## src/hdl/panel_mode_cmds.sv

```systemverilog
// Operation
// blank command is 28h on link, 2800h on serial, no parameters.
// while blanked, incoming pixels are dropped and a black page is sent.
// blank and unblank commands touch only the display on flag.
// blank command while already blanked does nothing.
// unblank command 29h or 2900h moves display to the on state.
// commands are accepted in every mode, sleep included.
// after any reset the display starts blanked.
// tear disable command is 34h on link, 3400h on serial.
// tear disable stops driving the active low tear sync output.
// tear disable while already disabled does nothing.
// tear state resets to 00h, output disabled, after any reset.
// only tear enable 35h re-enables; its bit selects vblank or both.
// two flags update only on matching codes and go to panel timing.
`timescale 1ns/100ps
`default_nettype none

package panel_mode_pkg;

  // command codes, link byte form and 16-bit serial word form
  localparam logic [7:0]  BLANK_CODE_DSI    = 8'h28;
  localparam logic [15:0] BLANK_CODE_SPI    = 16'h2800;
  localparam logic [7:0]  UNBLANK_CODE_DSI  = 8'h29;
  localparam logic [15:0] UNBLANK_CODE_SPI  = 16'h2900;
  localparam logic [7:0]  TEAR_OFF_CODE_DSI = 8'h34;
  localparam logic [15:0] TEAR_OFF_CODE_SPI = 16'h3400;
  localparam logic [7:0]  TEAR_ON_CODE_DSI  = 8'h35;
  localparam logic [15:0] TEAR_ON_CODE_SPI  = 16'h3500;

  // reset values
  localparam logic [7:0]  TEAR_STATE_RESET  = 8'h00;
  localparam logic        DISP_ON_RESET     = 1'b0;
  localparam logic        BLANK_RESET       = 1'b1;

  // field positions
  localparam int          TEAR_ENABLE_BIT   = 7;
  localparam int          TEAR_MODE_BIT     = 0;

  localparam int          PIX_W             = 24;
  localparam logic [23:0] BLANK_PIXEL       = 24'h00_0000;

  typedef struct packed {
    logic        valid;
    logic        spi;
    logic [15:0] code;
  } cmd_t;

  typedef struct packed {
    logic       valid;
    logic [7:0] data;
  } param_t;

  typedef struct packed {
    logic             valid;
    logic [PIX_W-1:0] data;
  } pix_t;

  typedef enum logic [0:0] {
    ST_IDLE       = 1'b0,
    ST_WAIT_PARAM = 1'b1
  } parse_state_t;

endpackage : panel_mode_pkg

module panel_mode_cmds (
  input  wire logic                  clk_in,
  input  wire logic                  sys_rst_in,
  input  wire logic                  sw_reset_in,
  input  wire panel_mode_pkg::cmd_t   cmd_in,
  input  wire panel_mode_pkg::param_t param_in,
  input  wire logic                  sleep_in,
  input  wire logic                  vblank_in,
  input  wire logic                  hblank_in,
  input  wire panel_mode_pkg::pix_t   pix_in,
  output var  panel_mode_pkg::pix_t   pix_out,
  output var  logic                  disp_on_out,
  output var  logic                  blank_out,
  output var  logic                  tear_en_out,
  output var  logic                  tear_mode_out,
  output var  logic                  tear_n_out,
  output var  logic                  tear_oe_out
);

  // power-on, software and hardware reset all land on the same defaults
  logic rst;
  assign rst = sys_rst_in | sw_reset_in;

  // command decode
  function automatic logic code_hit(input panel_mode_pkg::cmd_t c,
                                    input logic [7:0]          dsi,
                                    input logic [15:0]         spi);
    logic hit;
    hit = 1'b0;
    if (c.valid) begin
      hit = c.spi ? (c.code == spi) : (c.code[7:0] == dsi);
    end
    return hit;
  endfunction : code_hit

  logic blank_hit;
  logic unblank_hit;
  logic tear_off_hit;
  logic tear_on_hit;

  // sleep_in is deliberately not a qualifier here
  always_comb begin
    blank_hit    = code_hit(cmd_in, panel_mode_pkg::BLANK_CODE_DSI,
                            panel_mode_pkg::BLANK_CODE_SPI);
    unblank_hit  = code_hit(cmd_in, panel_mode_pkg::UNBLANK_CODE_DSI,
                            panel_mode_pkg::UNBLANK_CODE_SPI);
    tear_off_hit = code_hit(cmd_in, panel_mode_pkg::TEAR_OFF_CODE_DSI,
                            panel_mode_pkg::TEAR_OFF_CODE_SPI);
    tear_on_hit  = code_hit(cmd_in, panel_mode_pkg::TEAR_ON_CODE_DSI,
                            panel_mode_pkg::TEAR_ON_CODE_SPI);
  end

  // parameter capture for the tear enable command
  panel_mode_pkg::parse_state_t state_r;
  panel_mode_pkg::parse_state_t state_nxt;
  logic                         tear_mode_r;
  logic                         tear_mode_nxt;
  logic                         tear_set;

  // a new command other than tear enable while waiting abandons the pending enable
  always_comb begin
    state_nxt     = state_r;
    tear_mode_nxt = tear_mode_r;
    tear_set      = 1'b0;
    unique case (state_r)
      panel_mode_pkg::ST_IDLE: begin
        if (tear_on_hit) begin
          state_nxt = panel_mode_pkg::ST_WAIT_PARAM;
        end
      end
      panel_mode_pkg::ST_WAIT_PARAM: begin
        if (cmd_in.valid) begin
          state_nxt = tear_on_hit ? panel_mode_pkg::ST_WAIT_PARAM
                                  : panel_mode_pkg::ST_IDLE;
        end else if (param_in.valid) begin
          state_nxt     = panel_mode_pkg::ST_IDLE;
          tear_set      = 1'b1;
          tear_mode_nxt = param_in.data[panel_mode_pkg::TEAR_MODE_BIT];
        end
      end
    endcase
  end

  always_ff @(posedge clk_in) begin
    if (rst) begin
      state_r     <= panel_mode_pkg::ST_IDLE;
      tear_mode_r <= panel_mode_pkg::TEAR_STATE_RESET[
                       panel_mode_pkg::TEAR_MODE_BIT];
    end else begin
      state_r     <= state_nxt;
      tear_mode_r <= tear_mode_nxt;
    end
  end

  // the two mode flags
  logic disp_on;
  logic tear_en;

  // a clear on an already clear flag is a no-op by construction
  mode_flag #(
    .RESET_VAL (panel_mode_pkg::DISP_ON_RESET)
  ) u_disp_flag (
    .clk_in     (clk_in),
    .sys_rst_in (rst),
    .set_in     (unblank_hit),
    .clr_in     (blank_hit),
    .flag_out   (disp_on)
  );

  mode_flag #(
    .RESET_VAL (panel_mode_pkg::TEAR_STATE_RESET[
                  panel_mode_pkg::TEAR_ENABLE_BIT])
  ) u_tear_flag (
    .clk_in     (clk_in),
    .sys_rst_in (rst),
    .set_in     (tear_set),
    .clr_in     (tear_off_hit),
    .flag_out   (tear_en)
  );

  assign disp_on_out   = disp_on;
  assign tear_en_out   = tear_en;
  assign tear_mode_out = tear_mode_r;

  // pixel path and tear sync line
  logic                 blank_r;
  logic                 blank_nxt;
  logic                 vblank_d_r;
  panel_mode_pkg::pix_t pix_r;
  panel_mode_pkg::pix_t pix_nxt;
  logic                 tear_n_r;
  logic                 tear_n_nxt;
  logic                 tear_oe_r;
  logic                 tear_oe_nxt;

  // blanking follows the flag only at a frame start, so a page is never
  // cut in half; the cost is up to one frame of latency
  always_comb begin
    blank_nxt = blank_r;
    if (vblank_in && !vblank_d_r) begin
      blank_nxt = !disp_on;
    end
    pix_nxt.valid = pix_in.valid;
    pix_nxt.data  = blank_r ? panel_mode_pkg::BLANK_PIXEL
                            : pix_in.data;
    tear_oe_nxt   = tear_en;
    tear_n_nxt    = !(tear_en &&
                      (vblank_in || (tear_mode_r && hblank_in)));
  end

  always_ff @(posedge clk_in) begin
    if (rst) begin
      blank_r    <= panel_mode_pkg::BLANK_RESET;
      vblank_d_r <= 1'b0;
      pix_r      <= '0;
      tear_n_r   <= 1'b1;
      tear_oe_r  <= 1'b0;
    end else begin
      blank_r    <= blank_nxt;
      vblank_d_r <= vblank_in;
      pix_r      <= pix_nxt;
      tear_n_r   <= tear_n_nxt;
      tear_oe_r  <= tear_oe_nxt;
    end
  end

  assign pix_out     = pix_r;
  assign blank_out   = blank_r;
  assign tear_n_out  = tear_n_r;
  assign tear_oe_out = tear_oe_r;
endmodule : panel_mode_cmds

`default_nettype wire

```

## src/hdl/mode_flag.sv

```systemverilog
`timescale 1ns/100ps
`default_nettype none

module mode_flag #(
  parameter logic RESET_VAL = 1'b0
) (
  input  wire logic clk_in,
  input  wire logic sys_rst_in,
  input  wire logic set_in,
  input  wire logic clr_in,
  output var  logic flag_out
);

  logic flag_r;
  logic flag_nxt;

  // set wins over a clear in the same cycle
  always_comb begin
    flag_nxt = flag_r;
    if (clr_in) begin
      flag_nxt = 1'b0;
    end
    if (set_in) begin
      flag_nxt = 1'b1;
    end
  end

  always_ff @(posedge clk_in) begin
    if (sys_rst_in) begin
      flag_r <= RESET_VAL;
    end else begin
      flag_r <= flag_nxt;
    end
  end

  assign flag_out = flag_r;

endmodule : mode_flag

`default_nettype wire

```

## config.mk

```make
export PLATFORM = sky130hd
export DESIGN_NAME = panel_mode_cmds
export DESIGN_NICKNAME = d
export VERILOG_FILES = /design/src/hdl/panel_mode_cmds.sv /design/src/hdl/mode_flag.sv
export SDC_FILE = /design/constraint.sdc
export NUM_CORES = 1
export LEC_CHECK = 0
export BUFFER_PORTS_ARGS = -buffer_cell sky130_fd_sc_hd__clkbuf_2
export CAP_MARGIN = 20
export CELL_PAD_IN_SITES_DETAIL_PLACEMENT = 1
export CELL_PAD_IN_SITES_GLOBAL_PLACEMENT = 1
export CORE_MARGIN = 4
export CORE_UTILIZATION = 23
export CTS_BUF_LIST = sky130_fd_sc_hd__clkbuf_16
export CTS_CLUSTER_DIAMETER = 60
export DETAILED_ROUTE_END_ITERATION = 6
export GPL_TIMING_DRIVEN = 1
export HOLD_SLACK_MARGIN = 0.08
export PLACE_DENSITY_LB_ADDON = 0.1
export SYNTH_ARGS = -nofsm -noshare
export SYNTH_HDL_FRONTEND = slang
export SYNTH_SLANG_ARGS = --single-unit
```

## constraint.sdc

```tcl
create_clock -name clk_in -period 1.2 [get_ports clk_in]
set_clock_uncertainty 0.1 [all_clocks]
set_input_delay 0.12 -clock clk_in [delete_from_list [all_inputs] [get_ports clk_in]]
set_output_delay 0.12 -clock clk_in [all_outputs]
set_load 0.1 [all_outputs]
```

; After elaboration in Yosys (flattened, before gate mapping)
; Index checks and enable logic that the tools add are counted.
[word_totals]
inputBits = 58
wordCells = 51
ff_bits = 33
out_inout_bits = 31
[classes]
n_eq_ne = 8
muxes = 19
reduce_logical = 11
bitwise_logic = 3
[op_table]
columns = operator, count
row1 = "16-bit by 14-bit == test with 1-bit output, second input constant", 4
row2 = "8-bit by 6-bit == test with 1-bit output, second input constant", 4
row3 = 1-bit 2-to-1 mux, 18
row4 = 2-bit nonzero test, 2
row5 = 1-bit logical AND, 3
row6 = 1-bit zero test, 3
row7 = 3-bit AND reduction, 1
row8 = 1-bit NOT, 2
row9 = 1-bit case mux with 2 select lines, 1
row10 = 2-bit OR reduction, 1
row11 = 1-bit logical OR, 1
row12 = 1-bit OR, 1

; Longest topological paths before layout
[logic_depth]
ltp_word = 6
depth_mapped = 4
mapped_depth_nobuf = 4

; By module
; A second synthesis with hierarchy kept.
[unflattened]
hier_cells = 106
hier_area_um2 = 1108.6
[by_module_without_submodules]
columns = mod, cells_each, area_per_inst_um2, instances
row1 = panel_mode_cmds, 98, 1031.0, 1
row2 = mode_flag, 4, 38.8, 2

; Least setup slack after synthesis
; Ideal clock, no wire load.
[synth_path]
path_type = register -> register
from = reg blank_r (netlist: blank_out)
to = reg pix_r, in the netlist pix_out[0]
setup_ns = 0.115
stages_incl_launch_ff = 4
t_required_ns = 0.985
arrival_time_ns = 1.529
path_slack_ns = -0.544
path_buffers = 1
cell_sequence = dfxtp_1 > nor3_1 > clkbuf_1 > and2_1
[synth_between]
elab_chain_len = 1
[synth_rtl]
columns = item, line_no
row1 = "start, declared", panel_mode_cmds.sv:190  ; logic blank_r;
row2 = "start signal, assigned", panel_mode_cmds.sv:217  ; blank_r <= panel_mode_pkg::BLANK_RESET;
row3 = "start signal, assigned", panel_mode_cmds.sv:223  ; blank_r <= blank_nxt;
row4 = 2-bit OR reduction (no line), -
row5 = "end signal, assigned", panel_mode_cmds.sv:225  ; pix_r <= pix_nxt;
row6 = "end, declared", panel_mode_cmds.sv:193  ; panel_mode_pkg::pix_t pix_r;
; Every way passes these cells.
; A chain may end at the register's enable or synchronous reset.

; Final worst setup path
[layout_path]
from = reg blank_r (netlist: blank_out)
to = reg pix_r, in the netlist pix_out[9]
; The elaborated chain is that of the path after synthesis.

==> impl_metrics.env <==
export IMPL_run_status="finished clean"
export IMPL_seqPwrFrac=0.434
export IMPL_worst_pin_slew_ns=0.390
export IMPL_final_hold_worst_slack_ns=0.0879
export IMPL_slew_violations=0
export IMPL_report_final_hold_viol_count=0
export IMPL_cts_root_to_sink_buffers=2
export IMPL_grt_pass1_vias=1288
export IMPL_antenna_diode_count=0
export IMPL_power_share_clock=0.443
export IMPL_routed_wire_length_um=3710
export IMPL_cts_root_buffer_cell="clkbuf_16"
export IMPL_die_width_um=77.0
export IMPL_synth_to_final_area_change_pct=128
export IMPL_coreArea_um2=4470
export IMPL_viasPerCell=4.30
export IMPL_period_needed_ns=1.08
export IMPL_netSwitchingFraction=0.212
export IMPL_max_slew_margin=0.738
export IMPL_crit_arrival_ns=1.19
export IMPL_route_vias_total=1164
export IMPL_netlist_area_leader_share=0.603
export IMPL_ys_types=25
export IMPL_post_route_cells_drive_above_1_share=0.457
export IMPL_cts_max_level=2
export IMPL_grt_overflow_total=0
export IMPL_drt_first_iter_violations=38
export IMPL_timing_fmax_mhz=925
export IMPL_place_congestion=0.770
export IMPL_total_leakage_power_nw=1.10
export IMPL_post_route_period_util=0.900
export IMPL_design_die_area_um2=5930
export IMPL_io_pins=89
export IMPL_clk_pin_slew_worst_paths_ns=0.05
export IMPL_p_switching_w=0.000545
export IMPL_critical_path_peak_fanout=24
export IMPL_synthDominantAreaCellType="dfxtp_1"
export IMPL_worst_skew_pair_late_latency_ns=0.27
export IMPL_max_cap_violations=0
export IMPL_p_comb_frac=0.123
export IMPL_placement_rows=24
export IMPL_synth_nets=158
export IMPL_synth_seq_area_share=0.603
export IMPL_grt_start_max_net_pins=25
export IMPL_power_report_internal_total_w=0.00202
export IMPL_ir_drop_v=0.000670
export IMPL_portBuffers=80
export IMPL_grt_first_pass_wirelength_um=6050
export IMPL_critical_path_endpoint_type="register"
export IMPL_cp_data_required_time_ns=1.31
export IMPL_wire_per_inst_um=13.7
export IMPL_fp_dieH_um=77.0
export IMPL_drc_errors=0
export IMPL_avgSynthCellArea_um2=11.0
export IMPL_critical_path_startpoint_type="register"
export IMPL_initial_standard_cell_utilization_of_the_core=0.245
export IMPL_tritoncts_num_sinks=33
export IMPL_cts_made_buffers=5
export IMPL_unrepaired_setup_endpoints_after_global_routing="no"
export IMPL_power_density_cell_area_nw_per_um2=1030
export IMPL_synth_seq_cells=33
export IMPL_top_area_cells_in_the_synthesized_netlist="dfxtp_1 (60%), and2_1 (16%), nor4b_2 (2.7%), nor3_1 (2.3%), nand2_1 (2.1%)"
export IMPL_utilization=0.559
export IMPL_synthesis_area_um2=1100
export IMPL_gate_count_of_the_mapped_netlist=100
export IMPL_yosysWarningCount=0
export IMPL_num_nets_final=278
export IMPL_antenna_violations_before_repair=0
export IMPL_place_detailed_hpwl_um=2810
export IMPL_post_cts_setup_buffer_count=0
export IMPL_remaining_number_of_nets_flagged_by_the_antenna_check_after_routing=0
export IMPL_post_cts_resize_count=0
export IMPL_worst_min_path_class="in -> reg"
export IMPL_type_of_the_worst_setup_path="reg -> reg"
export IMPL_drt_first_pass_iters=4
export IMPL_setup_viol=0
export IMPL_groute_usage_overall=0.133
export IMPL_cts_tree="built"
[cells by family after synthesis]
kind of cell           count (synthesis)  share of synthesized area
AO/OA/AOI/OAI                          9                     0.0616
buffers and inverters                  2                    0.00685
flip-flops                            33                      0.603
multiplexers                           1                    0.00913
AND/OR/NAND/NOR                       55                      0.320
[metal layers]
layer / GRT usage / wire (um)
met5: 0 / 0
met4: 0.0641 / 51
met3: 0.0468 / 232
met2: 0.237 / 1990
met1: 0.138 / 1440
[Yosys cell counts]
library cell / n
dfxtp_1: 33
and2_1: 28
nand2_1: 6
nor3_1: 5
clkbuf_1: 2
nand3_1: 2
nand4_1: 2
nor2_1: 2
nor2b_1: 2
nor4b_2: 2
o211ai_1: 2
a21o_1: 1
a22o_1: 1
a31oi_1: 1
a41oi_1: 1
and4b_1: 1
and4bb_2: 1
mux2i_1: 1
nand2b_1: 1
nor3b_1: 1
nor4_1: 1
nor4_2: 1
o211a_1: 1
o21ai_0: 1
o22ai_1: 1
[worst paths after layout]
check / start / end / slack [ns] / cells after the start
max: blank_out / pix_out[9] / 0.12 / 3
min: cmd_in[8] / u_tear_flag.flag_out / 0.09 / 3
max reg2reg: blank_out / pix_out[9] / 0.12 / 3
min reg2reg: blank_out / blank_out / 0.42 / 2
[power by group through the flow]
stage / Combinational, W / Sequential (W) / Clock [W]
2_1_floorplan: 0.0000324 / 0.00119 / 0
3_3_place_gp: 0.000233 / 0.00114 / 0
3_5_place_dp: 0.000238 / 0.00114 / 0
4_1_cts: 0.000318 / 0.00112 / 0.00119
5_1_grt: 0.000341 / 0.00111 / 0.00126
6_report: 0.000316 / 0.00112 / 0.00114
[what timing repair did]
| item | CTS | global route |
|---|---|---|
| endpoints found under the hold margin | 29 | 0 |
| setup endpoints to repair | 0 | 0 |
| hold buffers | 30 | 0 |
[worst max-delay path: stages (launching register included)]
cell     delay [ns]
dfxtp_4        0.35
nor3_2         0.16
buf_4          0.24
and2_1         0.16
[area by class of cell]
| type | count | area, um2 |
|---|---|---|
| well taps | 52 | 65.1 |
| repair buffers | 115 | 1200 |
| flip-flops and latches | 33 | 668 |
| fillers | 477 | 1970 |
| clock inverters | 1 | 5.00 |
| clock buffers | 5 | 125 |
| multi-input cells | 65 | 433 |
[cell usage in the layout (no fill, tap or decap), drive strengths merged, types with 2 or more instances in the layout]
master | synthesis | routed
nand4 | 2 | 2
clkbuf | 2 | 54
nand3 | 2 | 2
nor4 | 2 | 2
dlygate4sd3 | 0 | 30
nor4b | 2 | 2
nor2b | 2 | 2
nor2 | 2 | 2
and2 | 28 | 28
o211ai | 2 | 2
nand2 | 6 | 6
buf | 0 | 36
nor3 | 5 | 5
dfxtp | 33 | 33
[through the flow]
stage / setup TNS, ns / area, um2 / instances / power (W) / worst slack (ns)
finish: 0 / 2500 / 271 / 0.00257 / 0.119
global route: 0 / 2500 / 271 / 0.00271 / 0.0412
CTS: 0 / 2500 / 271 / 0.00262 / 0.0818
detailed placement: -0.285 / 2070 / 235 / 0.00138 / -0.131
global placement: -0.183 / 2070 / 235 / 0.00137 / -0.0799
floorplan: 0 / 1110 / 100 / 0.00123 / 0.00872
[flip-flops by register name (all words and copies together) (netlist names)]
| name | flops |
|---|---|
| u_tear_flag.flag_out | 1 |
| tear_oe_out | 1 |
| tear_n_out | 1 |
| blank_out | 1 |
| pix_out | 25 |
| vblank_d_r | 1 |
| u_disp_flag.flag_out | 1 |
| state_r | 1 |
| tear_mode_out | 1 |
Power figures use the tool's default switching activity.
